[src/rtl/tally_params.svh]
// Notes on behaviour
// - two counters, 0 and 1; a selector steers config and readback
// - each counter increments on its chosen source from the shared list
// - increment qualified as level low/high, falling, rising or any edge
// - start event fires when count reaches the delay count
// - end event fires when count reaches the duration count
// - start trigger and clear source exclusive; picking one turns other off
// - counting begins when the chosen start trigger fires
// - start trigger qualified by its own activation setting
// - chosen clear source zeroes the counter and puts it back in the active state
// - clear source qualified by its own activation setting
// - current count and state readable per counter
// - count just before a clear is captured into a readable register
// - state is idle, trigger wait, active, completed or overflow
`ifndef TALLY_PARAMS_SVH
`define TALLY_PARAMS_SVH

`define A_SELECT      8'h00
`define A_INC_SRC     8'h04
`define A_INC_ACT     8'h08
`define A_DELAY       8'h0c
`define A_DURATION    8'h10
`define A_TRIG_SRC    8'h14
`define A_TRIG_ACT    8'h18
`define A_CLR_SRC     8'h1c
`define A_CLR_ACT     8'h20
`define A_COUNT       8'h24
`define A_STATE       8'h28
`define A_CAPTURED    8'h2c
`define A_IRQ_STATUS  8'h30
`define A_IRQ_MASK    8'h34

`define IRQ_START_LSB 0
`define IRQ_END_LSB   2
`define IRQ_CLR_LSB   4
`define IRQ_OVF_LSB   6

`define RST_COUNT     32'h0000_0000
`define RST_IRQ_MASK  8'h00
`define RESP_OKAY     2'b00
`define RESP_SLVERR   2'b10

`define TICK_NS       1000
`define CLK_NS        8
`define TICK_CYCLES   (`TICK_NS / `CLK_NS)

`endif

[src/rtl/tally_pkg.sv]
package tally_pkg;

  typedef enum logic [4:0] {
    src_off,
    src_us_tick,
    src_line0,
    src_line1,
    src_line2,
    src_line3,
    src_user0,
    src_user1,
    src_user2,
    src_user3,
    src_c0_start,
    src_c1_start,
    src_c0_end,
    src_c1_end,
    src_logic0,
    src_logic1,
    src_exp_start,
    src_exp_end,
    src_frame_wait
  } source_sel_t;

  typedef enum logic [2:0] {
    act_level_low,
    act_level_high,
    act_falling,
    act_rising,
    act_any
  } activation_t;

  typedef enum logic [2:0] {
    st_idle,
    st_trigger_wait,
    st_active,
    st_completed,
    st_overflow
  } tally_state_t;

endpackage

[src/rtl/tally_core.sv]
`timescale 1ns/100ps
`include "tally_params.svh"

module tally_core
  import tally_pkg::*;
(
  input  wire logic         mclk_i,
  input  wire logic         resetn_i,
  input  wire logic         rearm_i,
  input  wire logic         trig_used_i,
  input  wire logic         inc_i,
  input  wire logic         trig_i,
  input  wire logic         clr_i,
  input  wire logic [31:0]  delay_i,
  input  wire logic [31:0]  duration_i,
  input  wire logic         cap_we_i,
  input  wire logic [31:0]  cap_data_i,
  output logic      [31:0]  count_o,
  output tally_state_t      state_o,
  output logic      [31:0]  captured_o,
  output logic              start_o,
  output logic              end_o,
  output logic              clear_o,
  output logic              overflow_o
);

  logic [31:0] count_nxt;
  logic        step;
  logic        wrap;

  assign step      = (state_o == st_active) && inc_i;
  assign wrap      = (count_o == 32'hffff_ffff);
  assign count_nxt = count_o + 32'h0000_0001;

  // ****************************************
  // state and count
  // ****************************************
  always_ff @(posedge mclk_i or negedge resetn_i) begin
    if (!resetn_i) begin
      state_o <= st_idle;
      count_o <= `RST_COUNT;
    end else if (rearm_i) begin
      state_o <= st_idle;
      count_o <= `RST_COUNT;
    end else if (clr_i) begin
      state_o <= st_active;
      count_o <= `RST_COUNT;
    end else begin
      case (state_o)
        st_idle: begin
          state_o <= trig_used_i ? st_trigger_wait : st_active;
        end
        st_trigger_wait: begin
          if (trig_i) begin
            state_o <= st_active;
            count_o <= `RST_COUNT;
          end
        end
        st_active: begin
          if (step && wrap) begin
            state_o <= st_overflow;
            count_o <= `RST_COUNT;
          end else if (step) begin
            count_o <= count_nxt;
            if (duration_i != 32'h0 && count_nxt == duration_i) begin
              state_o <= st_completed;
            end
          end
        end
        st_completed: state_o <= st_completed;
        st_overflow:  state_o <= st_overflow;
        default:      state_o <= st_idle;
      endcase
    end
  end

  // ****************************************
  // event pulses
  // ****************************************
  always_ff @(posedge mclk_i or negedge resetn_i) begin
    if (!resetn_i) begin
      start_o    <= 1'b0;
      end_o      <= 1'b0;
      clear_o    <= 1'b0;
      overflow_o <= 1'b0;
    end else begin
      start_o    <= !rearm_i && !clr_i && step && !wrap &&
                    delay_i != 32'h0 && count_nxt == delay_i;
      end_o      <= !rearm_i && !clr_i && step && !wrap &&
                    duration_i != 32'h0 && count_nxt == duration_i;
      clear_o    <= !rearm_i && clr_i;
      overflow_o <= !rearm_i && !clr_i && step && wrap;
    end
  end

  // ****************************************
  // value captured at clear
  // ****************************************
  always_ff @(posedge mclk_i or negedge resetn_i) begin
    if (!resetn_i) begin
      captured_o <= `RST_COUNT;
    end else if (clr_i && !rearm_i) begin
      captured_o <= count_o;
    end else if (cap_we_i) begin
      captured_o <= cap_data_i;
    end
  end

endmodule

[src/rtl/dual_event_counter_timer.sv]
`timescale 1ns/100ps
`include "tally_params.svh"

module dual_event_counter_timer
  import tally_pkg::*;
(
  input  wire logic        mclk_i,
  input  wire logic        resetn_i,
  input  wire logic [3:0]  line_i,
  input  wire logic [3:0]  user_output_i,
  input  wire logic [1:0]  logic_block_i,
  input  wire logic        exposure_start_i,
  input  wire logic        exposure_end_i,
  input  wire logic        frame_trigger_wait_i,
  output logic      [1:0]  start_pulse_o,
  output logic      [1:0]  end_pulse_o,
  output logic             irq_o,
  input  wire logic [7:0]  s_axi_awaddr_i,
  input  wire logic        s_axi_awvalid_i,
  output logic             s_axi_awready_o,
  input  wire logic [31:0] s_axi_wdata_i,
  input  wire logic [3:0]  s_axi_wstrb_i,
  input  wire logic        s_axi_wvalid_i,
  output logic             s_axi_wready_o,
  output logic      [1:0]  s_axi_bresp_o,
  output logic             s_axi_bvalid_o,
  input  wire logic        s_axi_bready_i,
  input  wire logic [7:0]  s_axi_araddr_i,
  input  wire logic        s_axi_arvalid_i,
  output logic             s_axi_arready_o,
  output logic      [31:0] s_axi_rdata_o,
  output logic      [1:0]  s_axi_rresp_o,
  output logic             s_axi_rvalid_o,
  input  wire logic        s_axi_rready_i
);

  localparam logic [6:0] TICK_LAST = 7'(`TICK_CYCLES - 1);

  // ****************************************
  // functions
  // ****************************************
  function automatic logic qualify(input logic [18:0] cur,
                                   input logic [18:0] prev,
                                   input source_sel_t sel,
                                   input activation_t act);
    logic c;
    logic p;
    logic q;
    c = 1'b0;
    p = 1'b0;
    if (sel != src_off && sel <= src_frame_wait) begin
      c = cur[sel];
      p = prev[sel];
    end
    case (act)
      act_level_low:  q = !c;
      act_level_high: q = c;
      act_falling:    q = p && !c;
      act_rising:     q = !p && c;
      act_any:        q = p ^ c;
      default:        q = 1'b0;
    endcase
    return q && (sel != src_off) && (sel <= src_frame_wait);
  endfunction

  function automatic logic [31:0] merge(input logic [31:0] old,
                                        input logic [31:0] nw,
                                        input logic [3:0]  strb);
    logic [31:0] r;
    r = old;
    for (int b = 0; b < 4; b++) begin
      if (strb[b]) begin
        r[8*b +: 8] = nw[8*b +: 8];
      end
    end
    return r;
  endfunction

  // ****************************************
  // configuration state
  // ****************************************
  logic        sel_r;
  source_sel_t inc_src_r  [2];
  activation_t inc_act_r  [2];
  source_sel_t trig_src_r [2];
  activation_t trig_act_r [2];
  source_sel_t clr_src_r  [2];
  activation_t clr_act_r  [2];
  logic [31:0] delay_r    [2];
  logic [31:0] duration_r [2];
  logic [1:0]  rearm_r;
  logic [7:0]  irq_status_r;
  logic [7:0]  irq_mask_r;

  // ****************************************
  // bus slave state
  // ****************************************
  logic        aw_held_r;
  logic [7:0]  awaddr_r;
  logic        w_held_r;
  logic [31:0] wdata_r;
  logic [3:0]  wstrb_r;
  logic        aw_take;
  logic        w_take;
  logic        wr_go;
  logic        ar_take;
  logic        wr_ok;
  logic [31:0] rd_data;
  logic        rd_ok;

  // ****************************************
  // counter cores and sources
  // ****************************************
  logic [6:0]   tick_cnt_r;
  logic         tick_r;
  logic [18:0]  src_vec;
  logic [18:0]  src_prev_r;
  logic [1:0]   inc_q;
  logic [1:0]   trig_q;
  logic [1:0]   clr_q;
  logic [1:0]   clear_w;
  logic [1:0]   ovf_w;
  logic [1:0]   cap_we;
  logic [31:0]  count_w    [2];
  tally_state_t state_w    [2];
  logic [31:0]  captured_w [2];

  // microsecond tick from the system clock
  always_ff @(posedge mclk_i or negedge resetn_i) begin
    if (!resetn_i) begin
      tick_cnt_r <= 7'h00;
      tick_r     <= 1'b0;
    end else if (tick_cnt_r == TICK_LAST) begin
      tick_cnt_r <= 7'h00;
      tick_r     <= 1'b1;
    end else begin
      tick_cnt_r <= tick_cnt_r + 7'h01;
      tick_r     <= 1'b0;
    end
  end

  // own start/end pulses are core flops, so they arrive one cycle late
  assign src_vec = {frame_trigger_wait_i,
                    exposure_end_i,
                    exposure_start_i,
                    logic_block_i,
                    end_pulse_o,
                    start_pulse_o,
                    user_output_i,
                    line_i,
                    tick_r,
                    1'b0};

  always_ff @(posedge mclk_i or negedge resetn_i) begin
    if (!resetn_i) begin
      src_prev_r <= 19'h00000;
    end else begin
      src_prev_r <= src_vec;
    end
  end

  for (genvar gi = 0; gi < 2; gi++) begin : g_core
    assign inc_q[gi]  = qualify(src_vec, src_prev_r,
                                inc_src_r[gi], inc_act_r[gi]);
    assign trig_q[gi] = qualify(src_vec, src_prev_r,
                                trig_src_r[gi], trig_act_r[gi]);
    assign clr_q[gi]  = qualify(src_vec, src_prev_r,
                                clr_src_r[gi], clr_act_r[gi]);
    assign cap_we[gi] = wr_go && awaddr_r == `A_CAPTURED && sel_r == 1'(gi);

    tally_core u_core (
      .mclk_i      (mclk_i),
      .resetn_i    (resetn_i),
      .rearm_i     (rearm_r[gi]),
      .trig_used_i (trig_src_r[gi] != src_off),
      .inc_i       (inc_q[gi]),
      .trig_i      (trig_q[gi]),
      .clr_i       (clr_q[gi]),
      .delay_i     (delay_r[gi]),
      .duration_i  (duration_r[gi]),
      .cap_we_i    (cap_we[gi]),
      .cap_data_i  (merge(captured_w[gi], wdata_r, wstrb_r)),
      .count_o     (count_w[gi]),
      .state_o     (state_w[gi]),
      .captured_o  (captured_w[gi]),
      .start_o     (start_pulse_o[gi]),
      .end_o       (end_pulse_o[gi]),
      .clear_o     (clear_w[gi]),
      .overflow_o  (ovf_w[gi])
    );
  end

  // ****************************************
  // write channel
  // ****************************************
  assign aw_take = s_axi_awvalid_i && s_axi_awready_o;
  assign w_take  = s_axi_wvalid_i && s_axi_wready_o;
  assign wr_go   = aw_held_r && w_held_r && !s_axi_bvalid_o;

  always_ff @(posedge mclk_i or negedge resetn_i) begin
    if (!resetn_i) begin
      aw_held_r       <= 1'b0;
      w_held_r        <= 1'b0;
      awaddr_r        <= 8'h00;
      wdata_r         <= 32'h0000_0000;
      wstrb_r         <= 4'h0;
      s_axi_awready_o <= 1'b0;
      s_axi_wready_o  <= 1'b0;
      s_axi_bvalid_o  <= 1'b0;
      s_axi_bresp_o   <= `RESP_OKAY;
    end else begin
      if (aw_take) begin
        awaddr_r <= s_axi_awaddr_i;
      end
      if (w_take) begin
        wdata_r <= s_axi_wdata_i;
        wstrb_r <= s_axi_wstrb_i;
      end
      aw_held_r       <= !wr_go && (aw_held_r || aw_take);
      w_held_r        <= !wr_go && (w_held_r || w_take);
      s_axi_awready_o <= wr_go || !(aw_held_r || aw_take);
      s_axi_wready_o  <= wr_go || !(w_held_r || w_take);
      if (wr_go) begin
        s_axi_bvalid_o <= 1'b1;
        s_axi_bresp_o  <= wr_ok ? `RESP_OKAY : `RESP_SLVERR;
      end else if (s_axi_bready_i) begin
        s_axi_bvalid_o <= 1'b0;
      end
    end
  end

  always_comb begin
    case (awaddr_r)
      `A_SELECT, `A_INC_SRC, `A_INC_ACT, `A_DELAY, `A_DURATION,
      `A_TRIG_SRC, `A_TRIG_ACT, `A_CLR_SRC, `A_CLR_ACT,
      `A_CAPTURED, `A_IRQ_STATUS, `A_IRQ_MASK: wr_ok = 1'b1;
      default:                                  wr_ok = 1'b0;
    endcase
  end

  // ****************************************
  // configuration registers
  // ****************************************
  always_ff @(posedge mclk_i or negedge resetn_i) begin
    if (!resetn_i) begin
      sel_r   <= 1'b0;
      rearm_r <= 2'b00;
      for (int i = 0; i < 2; i++) begin
        inc_src_r[i]  <= src_off;
        inc_act_r[i]  <= act_rising;
        trig_src_r[i] <= src_off;
        trig_act_r[i] <= act_rising;
        clr_src_r[i]  <= src_off;
        clr_act_r[i]  <= act_rising;
        delay_r[i]    <= `RST_COUNT;
        duration_r[i] <= `RST_COUNT;
      end
    end else begin
      rearm_r <= 2'b00;
      if (wr_go) begin
        case (awaddr_r)
          `A_SELECT: begin
            if (wstrb_r[0]) sel_r <= wdata_r[0];
          end
          `A_INC_SRC: begin
            if (wstrb_r[0]) inc_src_r[sel_r] <= source_sel_t'(wdata_r[4:0]);
          end
          `A_INC_ACT: begin
            if (wstrb_r[0]) inc_act_r[sel_r] <= activation_t'(wdata_r[2:0]);
          end
          `A_DELAY: begin
            delay_r[sel_r] <= merge(delay_r[sel_r], wdata_r, wstrb_r);
          end
          `A_DURATION: begin
            duration_r[sel_r] <= merge(duration_r[sel_r], wdata_r, wstrb_r);
          end
          `A_TRIG_SRC: begin
            if (wstrb_r[0]) begin
              trig_src_r[sel_r] <= source_sel_t'(wdata_r[4:0]);
              rearm_r[sel_r]    <= 1'b1;
              if (wdata_r[4:0] != 5'h00) begin
                clr_src_r[sel_r] <= src_off;
              end
            end
          end
          `A_TRIG_ACT: begin
            if (wstrb_r[0]) trig_act_r[sel_r] <= activation_t'(wdata_r[2:0]);
          end
          `A_CLR_SRC: begin
            if (wstrb_r[0]) begin
              clr_src_r[sel_r] <= source_sel_t'(wdata_r[4:0]);
              rearm_r[sel_r]   <= 1'b1;
              if (wdata_r[4:0] != 5'h00) begin
                trig_src_r[sel_r] <= src_off;
              end
            end
          end
          `A_CLR_ACT: begin
            if (wstrb_r[0]) clr_act_r[sel_r] <= activation_t'(wdata_r[2:0]);
          end
          default: begin
            rearm_r <= 2'b00;
          end
        endcase
      end
    end
  end

  // ****************************************
  // read channel
  // ****************************************
  assign ar_take = s_axi_arvalid_i && s_axi_arready_o;

  always_comb begin
    rd_data = 32'h0000_0000;
    rd_ok   = 1'b1;
    case (s_axi_araddr_i)
      `A_SELECT:     rd_data = {31'h0, sel_r};
      `A_INC_SRC:    rd_data = {27'h0, inc_src_r[sel_r]};
      `A_INC_ACT:    rd_data = {29'h0, inc_act_r[sel_r]};
      `A_DELAY:      rd_data = delay_r[sel_r];
      `A_DURATION:   rd_data = duration_r[sel_r];
      `A_TRIG_SRC:   rd_data = {27'h0, trig_src_r[sel_r]};
      `A_TRIG_ACT:   rd_data = {29'h0, trig_act_r[sel_r]};
      `A_CLR_SRC:    rd_data = {27'h0, clr_src_r[sel_r]};
      `A_CLR_ACT:    rd_data = {29'h0, clr_act_r[sel_r]};
      `A_COUNT:      rd_data = count_w[sel_r];
      `A_STATE:      rd_data = {29'h0, state_w[sel_r]};
      `A_CAPTURED:   rd_data = captured_w[sel_r];
      `A_IRQ_STATUS: rd_data = {24'h0, irq_status_r};
      `A_IRQ_MASK:   rd_data = {24'h0, irq_mask_r};
      default:       rd_ok   = 1'b0;
    endcase
  end

  always_ff @(posedge mclk_i or negedge resetn_i) begin
    if (!resetn_i) begin
      s_axi_arready_o <= 1'b0;
      s_axi_rvalid_o  <= 1'b0;
      s_axi_rdata_o   <= 32'h0000_0000;
      s_axi_rresp_o   <= `RESP_OKAY;
    end else if (ar_take) begin
      s_axi_arready_o <= 1'b0;
      s_axi_rvalid_o  <= 1'b1;
      s_axi_rdata_o   <= rd_data;
      s_axi_rresp_o   <= rd_ok ? `RESP_OKAY : `RESP_SLVERR;
    end else if (s_axi_rvalid_o) begin
      s_axi_arready_o <= s_axi_rready_i;
      s_axi_rvalid_o  <= !s_axi_rready_i;
    end else begin
      s_axi_arready_o <= 1'b1;
    end
  end

  // ****************************************
  // interrupts
  // ****************************************
  logic [7:0] irq_set;
  logic [7:0] irq_clr;

  assign irq_set = {ovf_w, clear_w, end_pulse_o, start_pulse_o};
  assign irq_clr = (ar_take && s_axi_araddr_i == `A_IRQ_STATUS) ? 8'hff : 8'h00;

  always_ff @(posedge mclk_i or negedge resetn_i) begin
    if (!resetn_i) begin
      irq_status_r <= 8'h00;
      irq_mask_r   <= `RST_IRQ_MASK;
      irq_o        <= 1'b0;
    end else begin
      // a new event wins over the read that clears
      irq_status_r <= (irq_status_r & ~irq_clr) | irq_set;
      if (wr_go && awaddr_r == `A_IRQ_MASK && wstrb_r[0]) begin
        irq_mask_r <= wdata_r[7:0];
      end
      irq_o <= |(irq_status_r & irq_mask_r);
    end
  end

endmodule

[config.mk]
export PLATFORM = sky130hd
export DESIGN_NAME = dual_event_counter_timer
export DESIGN_NICKNAME = d
export VERILOG_FILES = /design/src/rtl/tally_pkg.sv /design/src/rtl/tally_core.sv /design/src/rtl/dual_event_counter_timer.sv
export VERILOG_INCLUDE_DIRS = /design/src /design/src/rtl
export SDC_FILE = /design/constraint.sdc
export NUM_CORES = 1
export LEC_CHECK = 0
export BUFFER_PORTS_ARGS = -buffer_cell sky130_fd_sc_hd__buf_2
export CORE_MARGIN = 1
export CORE_UTILIZATION = 55
export DETAILED_ROUTE_END_ITERATION = 6
export HOLD_SLACK_MARGIN = 0.08
export PLACE_DENSITY_LB_ADDON = 0.12
export SLEW_MARGIN = 20
export SYNTH_ARGS = -nofsm -noshare
export SYNTH_HDL_FRONTEND = slang
export SYNTH_HIERARCHICAL = 1
export SYNTH_SLANG_ARGS = --single-unit
export TNS_END_PERCENT = 20
[constraint.sdc]
create_clock -name mclk_i -period 6.8 [get_ports mclk_i]
set_input_delay 0.68 -clock mclk_i [delete_from_list [all_inputs] [get_ports mclk_i]]
set_output_delay 0.68 -clock mclk_i [all_outputs]
set_load 0.01 [all_outputs]
==> reports/metrics.csv, run 1 <==
metric,value,unit
die_x,231,microns
clk_pin_slew,60,ps
initial_core_util,55.8,%
period_share,84.6,%
clkLatencyLatePin,630,ps
ys_seq_area_share,39.1,%
arrival,6300,ps
fmax,174,MHz
synth_area,0.0287,sq mm
ys_types,88,
antenna_found_initial,3,
cts_setup_buffers,0,
skew,25.1,ps
required,7340,ps
grt_pass1_vias,23800,
drive_above_1_share,19.1,%
final_cell_mix,"dfrtp_1 (436), o21ai_0 (326), nand2_1 (296)",
grt_overflow,0,
path_class,flip-flop to flip-flop,
cts_resized,0,
std_cell_rows,83,
drc,0,
dieArea,0.0532,sq mm
first_iter_violations,3043,
cts.sinks,449,
core_area,0.0515,sq mm
first_pass_iters,6,
fin_crit,5750,ps
power_density,270,mW/mm^2
async_flop_share,100,%
fillers,4342,
yosys_warnings,6,
avgRoutedWirePerCell,28.4,microns
holdBufCountCts,0,
setup_viol,0,
leakage,13.0,nW
gp_congestion,0.998,
cts_root_buffer,clkbuf_16,
cts_made_buffers,51,
cts_tree,yes,
nNetsFinal,3046,
die_y,231,microns
timing.critical_path.from_type,flip-flop,
relSlewSlack,19.1,%
ctsHtreeMaxLevel,2,
crit_fanout,9,
synth-edff-count,0,
final_antenna_net_count,0,
vias_per_cell,6.84,
maxSlewViolCount,0,
synth_area_per_cell,9.67,sq um
status,completed,
dp_hpwl,75100,microns
worstMarginPinSlew,1210,ps
io_pins,118,
ir_drop,310,uV
ys_ff_latch,449,
grt_setup_unrepaired,false,
io_buffers,115,
finalPower,8.49,mW
min_path_type,primary input to async pin,
cts.path.max_buffers,3,
synthToLayoutAreaGrowth,9.53,%
grt_max_degree,159,
mostFrequentLayoutCell,dfrtp_1,
routed_wl,105000,microns
synthFlopType,dfrtp_1,
grt.total_usage,39.5,%
totalNegativeSetupSlack,0,ps
num_vias,25200,
synthCells,2971,
end_kind,flip-flop,
maxCapViolCount,0,
grt_pass1_wl,157000,microns
hold_viol,0,
-- logic make-up after synthesis --
family / after synthesis / synth area share [%]
AOI/OAI and AO/OA: 677 / 14.5
xor gates and xnor gates: 171 / 5.92
adders and majority gates: 16 / 0.697
buffers and inverters: 340 / 4.93
DFF: 449 / 39.1
muxes: 475 / 19.5
other: 1 / 0.0130
and+or+nand+nor: 842 / 15.3
-- registers in the layout, summed over array words and instances (netlist names), 4 cells and up --
name                      cells
delay_r                      64
inc_src_r                    10
g_core.u_core/state_o         6
tick_cnt_r                    7
awaddr_r                      8
trig_act_r                    6
clr_src_r                    10
clr_act_r                     6
duration_r                   64
s_axi_rdata_o                32
trig_src_r                   10
g_core.u_core/captured_o     64
src_prev_r                   18
irq_mask_r                    8
wdata_r                      32
g_core.u_core/count_o        64
wstrb_r                       4
irq_status_r                  8
inc_act_r                     6
-- cell usage after synthesis, types with 9 or more instances --
cell      number  area [sq um]
mux2i_1      193          1930
inv_1        117           439
dfrtp_1      437         10900
a21o_1        14           105
nand2_1      299          1120
nand3b_1      13          97.6
o21ai_1       20           100
clkbuf_1     147           552
or3_1         12          75.1
o21ai_0      326          1630
nand4_1       45           282
nor3_1        41           205
and4_1        10          87.6
xnor2_1      121          1060
nor2_1       130           488
mux4_2        39           878
a31oi_1       23           144
nor3b_1       18           135
nor4bb_1       9          90.1
dfstp_2       12           315
xor2_1        36           315
nor4_1        65           407
o22ai_1       39           244
buf_1         15          56.3
or4_1         17           128
a22oi_1       17           128
and3_1        25           156
ha_1          16           200
a22o_1        29           254
a211oi_1      14           105
o31ai_1       28           210
and2_1        17           106
nor2b_1       28           175
buf_2         39           195
a221oi_1      32           280
a21oi_1       56           280
buf_4         14           105
nand3_1       60           300
mux2_2       237          2670
-- critical path: stages, from the launching register on --
cell and delay (ps):
dfrtp_1 640, mux4_2 570, inv_1 70, o21ai_0 100, o22ai_1 220, nor2_1 80, a32o_1 220, ha_1 270
nor2_1 40, nand2_1 60, o21ai_0 100, nand2_1 90, a21oi_1 60, or3_1 520, nor3_1 350, nand4_1 350
or2_1 350, or4_1 490, or4_1 520, or4_1 420, nor3_2 170
-- layout make-up --
type | instances | area (sq um) | share of cell area (%)
Clock inverter | 25 | 344 | 1.09
Multi-Input combinational cell | 2183 | 16200 | 51.3
Inverter | 118 | 443 | 1.41
Tap cell | 680 | 851 | 2.70
Clock buffer | 71 | 1500 | 4.77
Antenna cell | 1 | 2.50 | 0.00795
Sequential cell | 449 | 11300 | 35.8
Timing Repair Buffer | 155 | 931 | 2.96
-- metal layers --
metal | track usage [%] | share of wire [%]
met1 | 54.5 | 41
met2 | 60.3 | 45
met3 | 7.41 | 9.5
met4 | 18.0 | 5.0
met5 | 0 | 0.039
-- final timing paths --
kind | startpoint | endpoint | slack (ps) | cells past startpoint
setup / recovery | clr_src_r[5] | g_core[0].u_core/start_o | 1050 | 20
hold / removal | resetn_i | src_prev_r[3] | 130 | 1
setup reg to reg | clr_src_r[5] | g_core[0].u_core/start_o | 1050 | 20
hold reg to reg | g_core[1].u_core/overflow_o | irq_status_r[7] | 430 | 1
max in group asynchronous | resetn_i | g_core[0].u_core/count_o[6] | 5090 | 2
min in group mclk_i | s_axi_bready_i | s_axi_bvalid_o | 230 | 2
-- per-stage QoR --
stage	worst slack [ps]	instances	utilization [%]	instance area, sq um	hold WS, ps
after floorplan	1540	2972	-	28700	384
after CTS	1080	3681	61.1	31500	171
after global placement	1260	3584	57.5	29600	413
after detailed placement	1090	3585	57.5	29600	415
after global routing	707	3681	61.1	31500	206
final	1050	3682	61.1	31500	128
-- report_power, final --
part | switching, mW | internal, mW | total (mW)
clock network | 1.23 | 1.78 | 3.01
registers | 0.556 | 2.98 | 3.54
logic | 1.17 | 0.762 | 1.94
Note: power is estimated with default switching activity, not from simulation.
==> run 2: changes to the inputs <==
Clock period 6.8 ns to 6 ns, I/O delays scaled along.
==> run 2 against run 1 <==
Via count down 0.11%. Sequential cell count unchanged. Global-route usage is 0.30 points higher. Design area grew 0.31%. Total power up 14%. Worst hold slack improved by 55 ps. First-iteration DRC count up 2.1%. Highest routed layer unchanged. Sequential power up 14%. Critical endpoint is now g_core[1].u_core/start_o. Die area stayed put.
==> reports/metrics.csv, run 2 (synthesis results as in run 1) <==
metric,value,unit,change
final_antenna_net_count,0,,unchanged
timing.hold.ws,183,ps,was 128 ps
timing.rr.start,clr_src_r[0],,was clr_src_r[5]
arrival,5940,ps,was 6300 ps
synthToLayoutAreaGrowth,9.86,%,was 9.53%
clk_pin_slew,60,ps,about the same
ir_drop,271,uV,was 310 uV
fin_ws,580,ps,was 1050 ps
ctsHtreeMaxLevel,2,,unchanged
fin_crit,5420,ps,was 5750 ps
mostFrequentLayoutCell,dfrtp_1,,unchanged
cts_made_buffers,52,,was 51
grt_pass1_vias,24000,,was 23.8k
initial_core_util,55.8,%,unchanged
hold_end,s_axi_bvalid_o,,
pwr-share-seq,41.9,%,was 41.7%
rr_endpoint,g_core[1].u_core/start_o,,was g_core[0].u_core/start_o
first_pass_iters,5,,was 6
drc,0,,unchanged
gp_congestion,1.02,,was 0.998
p_clk_share,35.6,%,was 35.5%
io_pins,118,,unchanged
num_vias,25200,,about the same
utilization,61.3,%,was 61.1%
dp.cells,3597,,"was 3,585"
cts_resized,0,,unchanged
timing.critical_path.from_type,flip-flop,,unchanged
vias_per_cell,6.81,,was 6.84
min_path_type,primary input to flip-flop,,was primary input to async pin
status,completed,,unchanged
die_x,231,microns,unchanged
cts.path.max_buffers,3,,unchanged
cts_root_buffer,clkbuf_16,,unchanged
power_density,306,mW/mm^2,was 270 mW/mm^2
path_class,flip-flop to flip-flop,,unchanged
worstMarginPinSlew,1200,ps,was 1210 ps
std_cell_rows,83,,unchanged
totalNegativeSetupSlack,0,ps,unchanged
routed_wl,105000,microns,about the same
grt_max_degree,165,,was 159
stdcell_area,0.0316,sq mm,was 0.0315 sq mm
cts_tree,yes,,unchanged
dieArea,0.0532,sq mm,unchanged
setup_viol,0,,unchanged
leakage,13.1,nW,was 13.0 nW
core_area,0.0515,sq mm,unchanged
relSlewSlack,17.9,%,was 19.1%
layoutNonFillerInstCount,3697,,"was 3,682"
fmax,184,MHz,was 174 MHz
final_cell_mix,"dfrtp_1 (436), o21ai_0 (326), nand2_1 (296)",,unchanged
end_kind,flip-flop,,unchanged
maxCapViolCount,0,,unchanged
dp_hpwl,75700,microns,"was 75,100 microns"
skew,19.7,ps,was 25.1 ps
period_share,90.3,%,was 84.6%
worst-r2r-setup-slack,580,ps,was 1050 ps
first_iter_violations,3106,,"was 3,043"
nNetsFinal,3060,,"was 3,046"
cts.sinks,449,,unchanged
grt_setup_unrepaired,false,,unchanged
drive_above_1_share,19.3,%,was 19.1%
holdCritStartpoint,s_axi_bready_i,,
reg2reg_depth,17,,was 20
io_buffers,115,,unchanged
maxSlewViolCount,0,,unchanged
hold_viol,0,,unchanged
place_area,0.0297,sq mm,was 0.0296 sq mm
avgRoutedWirePerCell,28.5,microns,was 28.4 microns
place_ws,648,ps,was 1090 ps
antenna_found_initial,5,,was 3
p_comb_share,22.5,%,was 22.8%
crit_fanout,11,,was 9
grt_pass1_wl,158000,microns,"was 157,000 microns"
required,6520,ps,was 7340 ps
p_int,6.31,mW,was 5.53 mW
clkLatencyLatePin,620,ps,was 630 ps
grt.total_usage,39.8,%,was 39.5%
die_y,231,microns,unchanged
cts_setup_buffers,0,,unchanged
swShare,34.7,%,was 34.9%
grt_overflow,0,,unchanged
holdBufCountCts,1,,was 0
finalPower,9.66,mW,was 8.49 mW
hold_depth,2,,
p_switching,3.35,mW,was 2.96 mW
## run 2: cell count changes in the layout (fill, tap and decap cells not counted), sizes merged
cell	delta
clkbuf	+5
clkinv	+1
buf	+12
clkinvlp	-2
inv	-2
dlygate4sd3	+1
## run 2: worst max path at each step
stage | from | endpoint | slack, ps
final | clr_src_r[0] | g_core[1].u_core/start_o | 580
after global routing | clr_src_r[0] | g_core[1].u_core/start_o | 290
after CTS | clr_src_r[0] | g_core[1].u_core/start_o | 610
after detailed placement | clr_src_r[0] | g_core[1].u_core/start_o | 650
after global placement | clr_src_r[0] | g_core[1].u_core/start_o | 730
after floorplan | clr_src_r[5] | g_core[0].u_core/start_o | 740
## run 2: worst max-delay path, stage by stage, from the launching register on
cell and delay [ps]:
dfrtp_1 700, mux4_2 590, mux4_2 490, o21a_1 190
ha_1 280, nor3_1 40, a31oi_1 130, nor2_1 50
a41oi_1 190, a21oi_2 180, nor3_1 290, nand4_1 130
buf_4 180, or2_1 230, or4_1 490, or4_1 510
or4_1 430, nor3_2 220
## run 2: layer usage
| layer | track usage (%) | vias to the layer above | share of wire [%] |
|---|---|---|---|
| li1 | - | 10900 | - |
| met1 | 55.4 | 12600 | 41 |
| met2 | 60.6 | 1382 | 45 |
| met3 | 6.58 | 276 | 9.0 |
| met4 | 18.9 | 6 | 5.1 |
| met5 | 0 | - | 0.037 |
## run 2: final cells by class
cell class / count / area (sq um)
clock buffers: 76 / 1550
multi-input cells: 2183 / 16200
diodes: 1 / 2.50
well taps: 680 / 851
repair buffers: 168 / 1030
clock inverters: 22 / 292
fillers: 4421 / 19900
inverters: 118 / 443
flip-flops and latches: 449 / 11300
## run 2: power by group through the flow
| stage | Clock (mW) | Sequential, mW | Combinational, mW |
|---|---|---|---|
| floorplan | 0 | 3.72 | 1.51 |
| global placement | 0 | 4.05 | 2.06 |
| detailed placement | 0 | 4.08 | 2.11 |
| CTS | 3.47 | 4.02 | 2.12 |
| global route | 3.59 | 4.10 | 2.33 |
| finish | 3.44 | 4.05 | 2.17 |
